--- src/logic/sabt_cfg.svh ---
// Register offsets, field positions, reset values and decode limits
`ifndef SABT_CFG_SVH
`define SABT_CFG_SVH

// Address map inside the slave window
`define SABT_EXT_SEL_BIT 12
`define SABT_OFF_TIMING 12'h000
`define SABT_OFF_STATUS 12'h004

// Field positions of the area timing register
`define SABT_WW_MSB 18
`define SABT_WW_LSB 16
`define SABT_SETUP_MSB 12
`define SABT_SETUP_LSB 11
`define SABT_RW_MSB 10
`define SABT_RW_LSB 7
`define SABT_MASK_BIT 6
`define SABT_HOLD_MSB 1
`define SABT_HOLD_LSB 0

// Reset value and writable bits
`define SABT_TIMING_RST 32'h0000_0500
`define SABT_TIMING_WMASK 32'h0007_1fc3

// Status bits
`define SABT_ST_BUSY_BIT 0
`define SABT_ST_STRETCH_BIT 1

`endif

--- src/logic/sabt_pkg.sv ---
// Types and wait-count decoding for the area bus timing controller
package sabt_pkg;

  // Access sequencer states
  typedef enum logic [2:0] {
    ST_IDLE,
    ST_START,
    ST_SETUP,
    ST_STROBE,
    ST_HOLD
  } sabt_state_t;

  // Timing fields as one carrier
  typedef struct packed {
    logic external_wait_mask;
    logic [1:0] hold_delay;
    logic [2:0] write_wait;
    logic [1:0] setup_delay;
    logic [3:0] read_wait;
  } sabt_timing_t;

  // Read-wait code to cycle count; prohibited codes clamp to the longest
  function automatic logic [7:0] sabt_rd_wait(input logic [3:0] code);
    case (code)
      4'h7: sabt_rd_wait = 8'h08;
      4'h8: sabt_rd_wait = 8'h0a;
      4'h9: sabt_rd_wait = 8'h0c;
      4'ha: sabt_rd_wait = 8'h0e;
      4'hb: sabt_rd_wait = 8'h12;
      4'hc: sabt_rd_wait = 8'h18;
      4'hd, 4'he, 4'hf: sabt_rd_wait = 8'h18;
      default: sabt_rd_wait = {4'h0, code};
    endcase
  endfunction : sabt_rd_wait

  // Write-wait code to cycle count, zero falls back to the read setting
  function automatic logic [7:0] sabt_wr_wait(input logic [2:0] ww, input logic [3:0] rw);
    if (ww == 3'h0) begin
      sabt_wr_wait = sabt_rd_wait(rw);
    end else begin
      sabt_wr_wait = {5'h00, ww - 3'h1};
    end
  endfunction : sabt_wr_wait

endpackage : sabt_pkg

--- src/logic/sabt_phase_ctr.sv ---
// Loadable down counter that times each access phase
`timescale 1ns/1ps
module sabt_phase_ctr #(
  parameter int CW = 8
) (
  // Clock and reset
  input wire logic hclk,
  input wire logic hresetn,
  // Control
  input wire logic load,
  input wire logic [CW-1:0] load_val,
  // Status
  output logic cnt_zero
);

  logic [CW-1:0] cnt_q; // Remaining cycles of the phase

  // Load wins, otherwise count down and stop at zero
  always_ff @(posedge hclk or negedge hresetn) begin
    if (!hresetn) begin
      cnt_q <= '0;
    end else if (load) begin
      cnt_q <= load_val;
    end else if (cnt_q != '0) begin
      cnt_q <= cnt_q - {{(CW-1){1'b0}}, 1'b1};
    end
  end

  // Zero flag straight from the count
  assign cnt_zero = (cnt_q == '0);

endmodule : sabt_phase_ctr

--- src/logic/sabt_area_ctrl.sv ---
// AHB-Lite slave and external area access sequencer with programmable timing
//
// Functional notes
// - Mask bit clear honours external wait, set ignores
// - Mask applies even with zero wait cycles
// - Reserved timing bits read zero, write zero
// - Hold field gives 0.5 to 3.5 cycles
// - Write-wait field bits 18 to 16
// - Write-wait zero reuses read-wait count
// - Write-wait codes one to seven mean code minus one
// - Setup field bits 12 and 11
// - Setup codes give 0.5 to 3.5 cycles
// - Read-wait codes decode to 0..6,8,10,12,14,18,24
// - Mask is bit 6, resets to zero
`timescale 1ns/1ps
`include "sabt_cfg.svh"
module sabt_area_ctrl #(
  parameter int AW = 12,
  parameter int DW = 32
) (
  // Clock and reset
  input wire logic hclk,
  input wire logic hresetn,
  // AHB-Lite slave
  input wire logic hsel,
  input wire logic [31:0] haddr,
  input wire logic [1:0] htrans,
  input wire logic hwrite,
  input wire logic [2:0] hsize,
  input wire logic [31:0] hwdata,
  input wire logic hready,
  output logic hreadyout,
  output logic hresp,
  output logic [31:0] hrdata,
  // External memory side
  output logic [AW-1:0] mem_addr,
  output logic area_select_n,
  output logic read_strobe_n,
  output logic write_strobe_n,
  output logic [DW-1:0] mem_data_o,
  output logic mem_data_oe,
  input wire logic [DW-1:0] mem_data_i,
  input wire logic ext_wait_n
);
  import sabt_pkg::*;

  sabt_state_t state_q; // Access sequencer state
  sabt_timing_t tim_q; // Timing latched at access start
  sabt_timing_t tim_cur; // Timing fields of the live register
  logic [31:0] timing_q; // Area timing register
  logic stretch_q; // Last access was stretched by external wait
  logic wr_q; // Current external access is a write
  logic [7:0] wait_q; // Strobe wait cycles of the current access
  logic [DW-1:0] rdata_q; // Data caught at the end of the strobe
  logic reg_wr_pend_q; // Register write waiting for its data phase
  logic [AW-1:0] reg_addr_q; // Register offset of that write
  logic [AW-1:0] ext_addr_q; // External address held from address phase
  logic ext_wr_req_q; // Direction held from address phase
  logic accept; // Address phase taken this cycle
  logic ext_hit; // Address phase targets the external area
  logic stb_lv; // Strobe level before half-cycle placement
  logic ld; // Phase counter load
  logic [7:0] ld_val; // Phase counter load value
  logic cnt_zero; // Phase counter expired
  logic wait_honoured; // External wait stretches this cycle
  logic [31:0] wr_merge; // Masked write data for the timing register
  logic [31:0] reg_rdata; // Register read mux

  assign accept = hsel && htrans[1] && hready;
  assign ext_hit = haddr[`SABT_EXT_SEL_BIT];
  assign stb_lv = (state_q == ST_STROBE);
  assign wr_merge = hwdata & `SABT_TIMING_WMASK;

  // Unpack fields from the live register
  always_comb begin
    tim_cur.external_wait_mask = timing_q[`SABT_MASK_BIT];
    tim_cur.hold_delay = timing_q[`SABT_HOLD_MSB:`SABT_HOLD_LSB];
    tim_cur.write_wait = timing_q[`SABT_WW_MSB:`SABT_WW_LSB];
    tim_cur.setup_delay = timing_q[`SABT_SETUP_MSB:`SABT_SETUP_LSB];
    tim_cur.read_wait = timing_q[`SABT_RW_MSB:`SABT_RW_LSB];
  end

  // Mask set means the pin is never looked at, whatever the wait count
  assign wait_honoured = !tim_q.external_wait_mask && !ext_wait_n;

  // Register read mux; a write still in its data phase is forwarded
  always_comb begin
    reg_rdata = 32'h0000_0000;
    if (haddr[AW-1:0] == `SABT_OFF_TIMING) begin
      if (reg_wr_pend_q && reg_addr_q == `SABT_OFF_TIMING) begin
        reg_rdata = wr_merge;
      end else begin
        reg_rdata = timing_q;
      end
    end else if (haddr[AW-1:0] == `SABT_OFF_STATUS) begin
      reg_rdata[`SABT_ST_BUSY_BIT] = (state_q != ST_IDLE);
      reg_rdata[`SABT_ST_STRETCH_BIT] = stretch_q;
    end
  end

  // Register write data phase tracking
  always_ff @(posedge hclk or negedge hresetn) begin
    if (!hresetn) begin
      reg_wr_pend_q <= 1'b0;
      reg_addr_q <= '0;
    end else begin
      reg_wr_pend_q <= accept && hwrite && !ext_hit;
      if (accept) begin
        reg_addr_q <= haddr[AW-1:0];
      end
    end
  end

  // Area timing register; only writable bits are kept
  always_ff @(posedge hclk or negedge hresetn) begin
    if (!hresetn) begin
      timing_q <= `SABT_TIMING_RST;
    end else if (reg_wr_pend_q && reg_addr_q == `SABT_OFF_TIMING) begin
      timing_q <= wr_merge;
    end
  end

  // Read data and bus ready; external accesses stall until hold ends
  always_ff @(posedge hclk or negedge hresetn) begin
    if (!hresetn) begin
      hrdata <= 32'h0000_0000;
      hreadyout <= 1'b1;
      hresp <= 1'b0;
    end else begin
      hresp <= 1'b0;
      if (accept && ext_hit) begin
        hreadyout <= 1'b0;
      end else if (state_q == ST_HOLD && cnt_zero) begin
        hreadyout <= 1'b1;
        hrdata <= wr_q ? 32'h0000_0000 : 32'(rdata_q);
      end else if (accept && !hwrite) begin
        hrdata <= reg_rdata;
      end
    end
  end

  // Address phase of an external access is held for the sequencer
  always_ff @(posedge hclk or negedge hresetn) begin
    if (!hresetn) begin
      ext_addr_q <= '0;
      ext_wr_req_q <= 1'b0;
    end else if (accept && ext_hit) begin
      ext_addr_q <= haddr[AW-1:0];
      ext_wr_req_q <= hwrite;
    end
  end

  // Phase counter loads: setup-1, wait, then hold on each phase entry
  always_comb begin
    ld = 1'b0;
    ld_val = 8'h00;
    case (state_q)
      ST_START: begin
        ld = 1'b1;
        if (tim_cur.setup_delay == 2'h0) begin
          ld_val = ext_wr_req_q ? sabt_wr_wait(tim_cur.write_wait, tim_cur.read_wait)
                                : sabt_rd_wait(tim_cur.read_wait);
        end else begin
          ld_val = {6'h00, tim_cur.setup_delay - 2'h1};
        end
      end
      ST_SETUP: begin
        ld = cnt_zero;
        ld_val = wait_q;
      end
      ST_STROBE: begin
        ld = cnt_zero && !wait_honoured;
        ld_val = {6'h00, tim_q.hold_delay};
      end
      default: begin
        ld = 1'b0;
        ld_val = 8'h00;
      end
    endcase
  end

  sabt_phase_ctr #(.CW(8)) u_ctr (
    .hclk(hclk),
    .hresetn(hresetn),
    .load(ld),
    .load_val(ld_val),
    .cnt_zero(cnt_zero)
  );

  // Sequencer: setup, strobe with waits, hold, then release
  always_ff @(posedge hclk or negedge hresetn) begin
    if (!hresetn) begin
      state_q <= ST_IDLE;
    end else begin
      case (state_q)
        ST_IDLE: begin
          if (accept && ext_hit) begin
            state_q <= ST_START;
          end
        end
        ST_START: begin
          state_q <= (tim_cur.setup_delay == 2'h0) ? ST_STROBE : ST_SETUP;
        end
        ST_SETUP: begin
          if (cnt_zero) begin
            state_q <= ST_STROBE;
          end
        end
        ST_STROBE: begin
          if (cnt_zero && !wait_honoured) begin
            state_q <= ST_HOLD;
          end
        end
        ST_HOLD: begin
          if (cnt_zero) begin
            state_q <= ST_IDLE;
          end
        end
        default: begin
          state_q <= ST_IDLE;
        end
      endcase
    end
  end

  // Per-access latches taken when the address goes out
  always_ff @(posedge hclk or negedge hresetn) begin
    if (!hresetn) begin
      tim_q <= '0;
      wr_q <= 1'b0;
      wait_q <= 8'h00;
      mem_addr <= '0;
      mem_data_o <= '0;
    end else if (state_q == ST_START) begin
      tim_q <= tim_cur;
      wr_q <= ext_wr_req_q;
      wait_q <= ext_wr_req_q ? sabt_wr_wait(tim_cur.write_wait, tim_cur.read_wait)
                             : sabt_rd_wait(tim_cur.read_wait);
      mem_addr <= ext_addr_q;
      mem_data_o <= DW'(hwdata);
    end
  end

  // Area select and data drive span the whole access
  always_ff @(posedge hclk or negedge hresetn) begin
    if (!hresetn) begin
      area_select_n <= 1'b1;
      mem_data_oe <= 1'b0;
    end else if (state_q == ST_START) begin
      area_select_n <= 1'b0;
      mem_data_oe <= ext_wr_req_q;
    end else if (state_q == ST_HOLD && cnt_zero) begin
      area_select_n <= 1'b1;
      mem_data_oe <= 1'b0;
    end
  end

  // Read data caught at the last strobe edge; stretch flag per access
  always_ff @(posedge hclk or negedge hresetn) begin
    if (!hresetn) begin
      rdata_q <= '0;
      stretch_q <= 1'b0;
    end else begin
      if (stb_lv && cnt_zero && !wait_honoured) begin
        rdata_q <= mem_data_i;
      end
      if (stb_lv && cnt_zero && wait_honoured) begin
        stretch_q <= 1'b1;
      end else if (state_q == ST_START) begin
        stretch_q <= 1'b0;
      end
    end
  end

  // Strobes move on the falling edge, giving the half-cycle placement
  always_ff @(negedge hclk or negedge hresetn) begin
    if (!hresetn) begin
      read_strobe_n <= 1'b1;
      write_strobe_n <= 1'b1;
    end else begin
      read_strobe_n <= !(stb_lv && !wr_q);
      write_strobe_n <= !(stb_lv && wr_q);
    end
  end

  // Helper counters for the checks below
  logic [7:0] pre_cnt;
  logic [7:0] stb_cnt;
  logic [7:0] post_cnt;
  always_ff @(posedge hclk or negedge hresetn) begin
    if (!hresetn) begin
      pre_cnt <= 8'h00;
      stb_cnt <= 8'h00;
      post_cnt <= 8'h00;
    end else begin
      pre_cnt <= (state_q == ST_SETUP) ? pre_cnt + 8'h01 : (stb_lv ? pre_cnt : 8'h00);
      stb_cnt <= stb_lv ? stb_cnt + 8'h01 : 8'h00;
      post_cnt <= (state_q == ST_HOLD) ? post_cnt + 8'h01 : 8'h00;
    end
  end
endmodule : sabt_area_ctrl

--- config.mk ---
export PLATFORM = sky130hd
export DESIGN_NAME = sabt_area_ctrl
export DESIGN_NICKNAME = d
export VERILOG_FILES = /design/src/logic/sabt_pkg.sv /design/src/logic/sabt_phase_ctr.sv /design/src/logic/sabt_area_ctrl.sv
export VERILOG_INCLUDE_DIRS = /design/src /design/src/logic
export SDC_FILE = /design/constraint.sdc
export NUM_CORES = 1
export LEC_CHECK = 0
export BUFFER_PORTS_ARGS = -buffer_cell sky130_fd_sc_hd__clkbuf_2
export CORE_ASPECT_RATIO = 2
export CORE_MARGIN = 2
export CORE_UTILIZATION = 56
export CTS_BUF_LIST = sky130_fd_sc_hd__clkbuf_8
export DETAILED_ROUTE_END_ITERATION = 10
export GPL_ROUTABILITY_DRIVEN = 1
export PLACE_DENSITY = 0.83
export SLEW_MARGIN = 20
export SYNTH_ARGS = -nofsm -noshare
export SYNTH_HDL_FRONTEND = slang
export SYNTH_SLANG_ARGS = --single-unit
--- constraint.sdc ---
create_clock -name hclk -period 2.7 [get_ports hclk]
set_clock_uncertainty 0.15 [all_clocks]
set_input_delay 0.27 -clock hclk [delete_from_list [all_inputs] [get_ports hclk]]
set_output_delay 0.27 -clock hclk [all_outputs]
set_load 0.03 [all_outputs]
==> results_tabular.tex, run 1 <==
\begin{tabular}{lr}
\hline
Metric & Value \\
\hline
\multicolumn{2}{l}{\textbf{Routing}} \\
Remaining number of nets flagged by the antenna check after routing & 0 \\
Detailed-route wire length & 19400 um \\
Vias per std cell & 5.34 \\
DR pass1 iterations & 7 \\
Starting DRT DRC Count & 364 \\
Via count & 6162 \\
DRC Markers & 0 \\
Routed length per placed instance & 16.8 um \\
\multicolumn{2}{l}{\textbf{Power and ir drop}} \\
Leak pwr & 5.00 nW \\
Worst ir drop on vdd & 0.638 mV \\
Areal power density over the cells & 925 nW/um\^{}2 \\
\multicolumn{2}{l}{\textbf{Job}} \\
Max\_cap viols & 0 \\
\multicolumn{2}{l}{\textbf{Hold path}} \\
Hold wc startpoint & ext\_wait\_n \\
Worst hold path endpoint & state\_q[0] \\
Worst Hold Class & in2reg \\
Cells on Worst Hold Path & 4 \\
\multicolumn{2}{l}{\textbf{Synth}} \\
Post-synthesis compound-gate area fraction & 8.50\% \\
Syn Inst Count & 710 \\
Number of flops mapped to enable cells by yosys & 0 \\
Post-synth top cells & dfrtp\_1 (186), nand2\_1 (164), nor2\_1 (55), mux2\_2 (41), a21oi\_1 (36) \\
Simple logic cell fraction of the synthesized area & 15.7\% \\
Area contributors post-synth & dfrtp\_1 (58\%), nand2\_1 (7.6\%), mux2\_2 (5.7\%) \\
Syn\_area\_per\_cell & 11.3 um\^{}2 \\
Fraction of the yosys area taken by sequential cells & 59.8\% \\
Combinational family with the most area after synthesis & simple AND/OR/NAND/NOR gates \\
Most numerous cell in the Yosys netlist & dfrtp\_1 \\
Fraction of registers with async set/reset & 100\% \\
Main flop type after synthesis & dfrtp\_1 \\
Number of synthesized register bits & 192 \\
Area share of fa/ha/maj cells after synthesis & 0.466\% \\
Xor/xnor cell area share of the yosys netlist & 0.435\% \\
Mux share of post-synthesis cell area & 11.2\% \\
Most area-hungry cell type in the Yosys netlist & dfrtp\_1 \\
Number of distinct library cells after synthesis & 58 \\
Post-synthesis net count & 820 \\
Post-synthesis instance area & 8050 um\^{}2 \\
Area share of the largest cell type after synthesis & 57.8\% \\
Number of warnings issued by yosys & 0 \\
\multicolumn{2}{l}{\textbf{Floorplan}} \\
Chip Width & 88.8 um \\
Core Footprint & 14200 um\^{}2 \\
Initial cell density of the core & 56.7\% \\
Die Footprint & 15400 um\^{}2 \\
Site Rows & 62 \\
Height of the chip & 174 um \\
Top-Level Pins & 189 \\
\multicolumn{2}{l}{\textbf{Timing}} \\
Final Worst Setup Slack & -0.181 ns \\
Worst slew pin tran & 0.911 ns \\
RSZ-0062 raised after global routing & yes \\
Number of endpoints with negative hold slack in the final report & 0 \\
Final setup vio count & 2 \\
Worst slack on hold paths & 0.0892 ns \\
Relative slew slack & 39.2\% \\
Max Slew Vio Count & 0 \\
\multicolumn{2}{l}{\textbf{Critical path}} \\
Reg-to-reg critical path startpoint & u\_ctr.cnt\_q[0] \\
Number of cells traversed by the worst register-to-register path & 8 \\
Standard cell with the maximum stage delay on the critical path & dfstp\_2 \\
Endpoint type of the worst setup path & output port \\
Flop-to-flop setup slack & 0.21 ns \\
Slowest stage delay, CP & 0.53 ns \\
Startpoint type of the worst setup path & flip-flop \\
Reg-to-reg critical path endpoint & hrdata[20] \\
Critical path start-end classification & reg2out \\
Critical Path RT & 2.28 ns \\
Number of buffer and inverter stages on the critical path & 1 \\
Gate family responsible for the most delay along the worst path & flip-flops \\
Arr. time, crit path & 2.46 ns \\
Cell chain of the critical path & buf\_8 \\
Maximum fanout along the worst path & 1 \\
\multicolumn{2}{l}{\textbf{Global route}} \\
First-pass GRT wire length & 31800 um \\
Combined global-route utilization of all metal layers & 26.7\% \\
Initial antenna violation count & 0 \\
Remaining global-route overflow & 0 \\
Via count of the first global-routing pass & 6518 \\
Largest net degree at the start of global routing & 74 \\
\multicolumn{2}{l}{\textbf{Clock tree}} \\
CTS tree & done \\
Total CTS buffers & 17 \\
TritonCTS sink count & 192 \\
Worst-Skew Late Latency & 0.47 ns \\
Deepest level of the CTS H-tree & 4 \\
Longest Clk Path Bufs & 2 \\
Master cell of the clock root buffer & clkbuf\_8 \\
Clk slew on worst S/H paths & 0.09 ns \\
\multicolumn{2}{l}{\textbf{Layout}} \\
Number of nets at the end of the flow & 1059 \\
Antenna Cells & 0 \\
Fraction of layout cells with a size suffix above 1 & 31.0\% \\
Growth of design area from synthesis to finish & 27.6\% \\
\multicolumn{2}{l}{\textbf{Placement}} \\
Last weighted congestion value of the routability-driven placer & 0.856 \\
Detailed Place HPWL & 12100 um \\
Number of port buffers & 164 \\
Minimum setup slack after placement & 0.245 ns \\
\multicolumn{2}{l}{\textbf{Outcome}} \\
Result of the run & complete, but fails checks \\
Violations in the final reports & negative setup slack \\
\hline
\end{tabular}
-- area by class of cell --
type                            instances  area (um^2)
Timing Repair Buffer                  262         1830
Clock buffer                           19          262
Clock inverter                         15          161
Multi-Input combinational cell        467         2940
Tap cell                              192          240
Fill cell                             980         3920
Sequential cell                       192         4810
Inverter                                7         26.3
-- how the worst max path moves through the flow --
stage	slack, ns	start	cells after the start	endpoint
floorplan	0.28	state_q[1]	3	write_strobe_n
global placement	0.25	read_strobe_n	1	read_strobe_n
detailed placement	0.25	read_strobe_n	1	read_strobe_n
CTS	-0.22	write_strobe_n	1	write_strobe_n
global route	-0.23	write_strobe_n	1	write_strobe_n
finish	-0.18	write_strobe_n	1	write_strobe_n
-- cells by family (layout without fill, tap and decap cells) --
kind of cell	after synthesis	in the layout
xor+xnor	4	4
simple gates	281	281
flops	192	192
other cells	1	1
buf+inv	51	303
fa+ha+maj	3	3
mux	74	74
compound gates	104	104
-- state kept, by name, summed over array words and instances (netlist names), 5 cells and up --
name / flops
hrdata: 32
mem_data_o: 32
rdata_q: 32
timing_q: 32
ext_addr_q: 12
mem_addr: 12
reg_addr_q: 12
u_ctr.cnt_q: 8
wait_q: 5
-- tightest hold or removal path: stages --
cell	delay (ns)
clkbuf_2	0.10
o21ai_0	0.08
a31oi_1	0.17
nor2_1	0.05
-- stage by stage --
| step | setup TNS, ns | instance area [um^2] | power [mW] | cells | utilization [%] |
|---|---|---|---|---|---|
| after CTS | -0.440 | 10300 | 9.50 | 1154 | 72.4 |
| after global placement | 0 | 9050 | 7.28 | 1042 | 63.7 |
| final | -0.350 | 10300 | 9.51 | 1154 | 72.4 |
| after global routing | -0.436 | 10300 | 10.1 | 1154 | 72.4 |
| after detailed placement | 0 | 9050 | 7.42 | 1042 | 63.7 |
| after floorplan | 0 | 8050 | 6.46 | 710 | - |
-- what timing repair did --
action,in CTS,in global routing
hold endpoints to repair,286,0
buffers inserted,0,0
hold buffers,79,0
setup endpoints to repair,2,2
gates resized for setup,4,2
gates cloned,0,0
-- layer usage --
layer	vias to the layer above	GRT usage (%)	share of wire, %
met3	57	6.10	5.6
met4	0	12.8	3.3
met2	218	44.3	52
li1	2872	-	-
met1	3015	32.0	39
met5	-	0	0
-- power breakdown --
part           leakage [nW]  internal, mW  switching (mW)  total (mW)
clock                 0.212         0.897            1.09        1.99
combinational          2.40          1.21            1.92        3.12
sequential             2.39          3.79           0.609        4.40
-- cells in the final DEF, fill, tap and decap left out, drive strengths merged, types with 3 or more instances in the layout --
cell type and instances:
a31oi 5, inv 14, mux2i 4, nand3b 3, dfstp 6, dfrtp 186
nand3 5, buf 21, clkinvlp 4, nand4 3, nor4 3, a21oi 38
o21ai 10, nor2 55, a22oi 31, mux2 70, ha 3, o21a 4
clkbuf 181, and2 21, dlygate4sd3 79, nor3 11, o211ai 3, nor4b 3
nand2 165
Power figures use the tool's default switching activity.
==> inputs of run 2 (changes only) <==
--- a/config.mk
+++ b/config.mk
@@ -14,6 +14,7 @@
 export DETAILED_ROUTE_END_ITERATION = 10
 export GPL_ROUTABILITY_DRIVEN = 1
 export PLACE_DENSITY = 0.83
+export REMOVE_ABC_BUFFERS = 1
 export SLEW_MARGIN = 20
 export SYNTH_ARGS = -nofsm -noshare
 export SYNTH_HDL_FRONTEND = slang
==> run 2 against run 1 <==
The flow still finishes with violations (negative setup slack). Via count fell by 0.93%. Sequential share of layout area is 0.38 points higher. Non-clock buffer count is 3 lower. Setup slack gained 0.016 ns. Critical path depth is the same. Total power shrank 3.0%. Count of clock-buffer cells in the layout is 2 lower. First-iteration DRC count shrank 2.2%. Cell count is 0.26% lower. Register-to-register slack gained 0.06 ns.
==> results_tabular.tex, run 2 (same netlist as run 1, synthesis figures left out) <==
\begin{tabular}{lr}
\hline
Metric & Value \\
\hline
\multicolumn{2}{l}{\textbf{Critical path}} \\
Number of buffer and inverter stages on the critical path & 1 (unchanged) \\
Slowest stage delay, CP & 0.53 ns (about the same) \\
Endpoint type of the worst setup path & output port (unchanged) \\
Maximum fanout along the worst path & 1 (unchanged) \\
Cell chain of the critical path & buf\_8 (unchanged) \\
Critical path start-end classification & reg2out (unchanged) \\
Arr. time, crit path & 2.44 ns (was 2.46 ns) \\
Startpoint type of the worst setup path & flip-flop (unchanged) \\
Reg-to-reg critical path startpoint & u\_ctr.cnt\_q[0] (unchanged) \\
Gate family responsible for the most delay along the worst path & flip-flops (unchanged) \\
Crit path launch & write\_strobe\_n (unchanged) \\
Critical Path RT & 2.28 ns (about the same) \\
Standard cell with the maximum stage delay on the critical path & dfstp\_2 (unchanged) \\
\multicolumn{2}{l}{\textbf{Layout}} \\
Antenna Cells & 0 (unchanged) \\
Most frequent cells in the layout & dfrtp\_1 (186), nand2\_1 (164), clkbuf\_2 (161) (unchanged) \\
Final Instance Area & 10200 um\^{}2 (was 10300 um\^{}2) \\
Fraction of layout cells with a size suffix above 1 & 30.4\% (was 31.0\%) \\
Number of nets at the end of the flow & 1056 (was 1059) \\
Non-filler instance count after layout & 1151 (was 1154) \\
Most common cell after layout, fill and taps aside & dfrtp\_1 (unchanged) \\
Growth of design area from synthesis to finish & 26.6\% (was 27.6\%) \\
Filler cell count in the final layout & 978 (was 980) \\
\multicolumn{2}{l}{\textbf{Placement}} \\
Last weighted congestion value of the routability-driven placer & 0.816 (was 0.856) \\
Number of port buffers & 164 (unchanged) \\
Detailed Place HPWL & 11000 um (was 12100 um) \\
Number of cells after detailed placement & 1039 (was 1042) \\
Total cell area at the placement stage & 9020 um\^{}2 (was 9050 um\^{}2) \\
\multicolumn{2}{l}{\textbf{Power and ir drop}} \\
Areal power density over the cells & 905 nW/um\^{}2 (was 925 nW/um\^{}2) \\
Worst ir drop on vdd & 0.537 mV (was 0.638 mV) \\
Leak pwr & 4.97 nW (was 5.00 nW) \\
\multicolumn{2}{l}{\textbf{Global route}} \\
Via count of the first global-routing pass & 6536 (was 6518) \\
Remaining global-route overflow & 0 (unchanged) \\
Initial antenna violation count & 0 (unchanged) \\
Largest net degree at the start of global routing & 191 (was 74) \\
Combined global-route utilization of all metal layers & 25.7\% (was 26.7\%) \\
First-pass GRT wire length & 31200 um (was 31800 um) \\
\multicolumn{2}{l}{\textbf{Floorplan}} \\
Top-Level Pins & 189 (unchanged) \\
Initial cell density of the core & 56.7\% (unchanged) \\
Site Rows & 62 (unchanged) \\
Chip Width & 88.8 um (unchanged) \\
Height of the chip & 174 um (unchanged) \\
Core Footprint & 14200 um\^{}2 (unchanged) \\
Die Footprint & 15400 um\^{}2 (unchanged) \\
\multicolumn{2}{l}{\textbf{Clock tree}} \\
Longest Clk Path Bufs & 2 (unchanged) \\
Post-CTS setup buffer count & 0 (unchanged) \\
Worst-Skew Late Latency & 0.45 ns (was 0.47 ns) \\
Deepest level of the CTS H-tree & 4 (unchanged) \\
TritonCTS sink count & 192 (unchanged) \\
Master cell of the clock root buffer & clkbuf\_8 (unchanged) \\
Total CTS buffers & 17 (unchanged) \\
CTS tree & done (unchanged) \\
Clk slew on worst S/H paths & 0.09 ns (about the same) \\
\multicolumn{2}{l}{\textbf{Routing}} \\
Remaining number of nets flagged by the antenna check after routing & 0 (unchanged) \\
Detailed-route wire length & 18500 um (was 19400 um) \\
Via count & 6105 (was 6162) \\
Starting DRT DRC Count & 356 (was 364) \\
DR pass1 iterations & 5 (was 7) \\
Vias per std cell & 5.30 (was 5.34) \\
DRC Markers & 0 (unchanged) \\
Routed length per placed instance & 16.0 um (was 16.8 um) \\
\multicolumn{2}{l}{\textbf{Timing}} \\
Number of endpoints with negative hold slack in the final report & 0 (unchanged) \\
Final setup vio count & 2 (unchanged) \\
Worst slew pin tran & 1.06 ns (was 0.911 ns) \\
Relative slew slack & 29.1\% (was 39.2\%) \\
Final Worst Setup Slack & -0.165 ns (was -0.181 ns) \\
RSZ-0062 raised after global routing & yes (unchanged) \\
Max Slew Vio Count & 0 (unchanged) \\
\multicolumn{2}{l}{\textbf{Job}} \\
Max\_cap viols & 0 (unchanged) \\
\multicolumn{2}{l}{\textbf{Outcome}} \\
Violations in the final reports & negative setup slack (unchanged) \\
Result of the run & complete, but fails checks (unchanged) \\
\multicolumn{2}{l}{\textbf{Hold path}} \\
Hold wc startpoint & haddr[2] (was ext\_wait\_n) \\
Worst Hold Class & in2reg (unchanged) \\
\hline
\end{tabular}
## run 2: path summary, 6_finish.rpt
check	cells past startpoint	endpoint	slack [ns]
setup / recovery	1	write_strobe_n	-0.16
hold / removal	2	ext_addr_q[2]	0.07
setup reg to reg	8	hrdata[29]	0.27
hold reg to reg	2	mem_addr[0]	0.32
max in group asynchronous	2	read_strobe_n	0.82
min in group asynchronous	3	mem_data_o[30]	0.38
## run 2: power by group
part,switching (mW),internal (mW),total (mW)
logic,1.92,1.21,3.13
registers,0.575,3.79,4.37
clock network,1.00,0.730,1.73
## run 2: what timing repair did
action / CTS / global route
setup endpoints to repair: 2 / 2
hold buffers: 79 / 0
gates resized for setup: 4 / 2
endpoints found under the hold margin: 269 / 0
## run 2: cell type report
cell class                 count  area, um^2  area share [%]
timing repair buffer         259        1810            17.8
sequential                   192        4810            47.2
tap                          192         240            2.36
clock inverter                17         129            1.26
multi-input combinational    467        2940            28.9
inverter                       7        26.3           0.258
clock buffer                  17         234            2.30
## run 2: per-layer routing
layer	global-route usage, %	routed length [um]	vias to the layer above	share of wire (%)
li1	-	-	2874	-
met1	32.3	7550	3013	41
met2	42.6	9540	183	52
met3	5.52	895	35	4.8
met4	9.91	472	0	2.6
met5	0	0	-	0
## run 2: metrics by stage
| stage | power, mW | worst slack, ns | setup TNS, ns | hold WS (ns) | utilization [%] |
|---|---|---|---|---|---|
| final | 9.22 | -0.165 | -0.315 | 0.0703 | 71.8 |
| after global routing | 9.79 | -0.209 | -0.413 | 0.0616 | 71.8 |
| after CTS | 9.25 | -0.206 | -0.400 | 0.0447 | 71.8 |
| after detailed placement | 7.41 | 0.237 | 0 | 0.302 | 63.6 |
| after global placement | 7.26 | 0.243 | 0 | 0.294 | 63.6 |
| after floorplan | 6.42 | -1.84 | -94.17 | -0.176 | - |
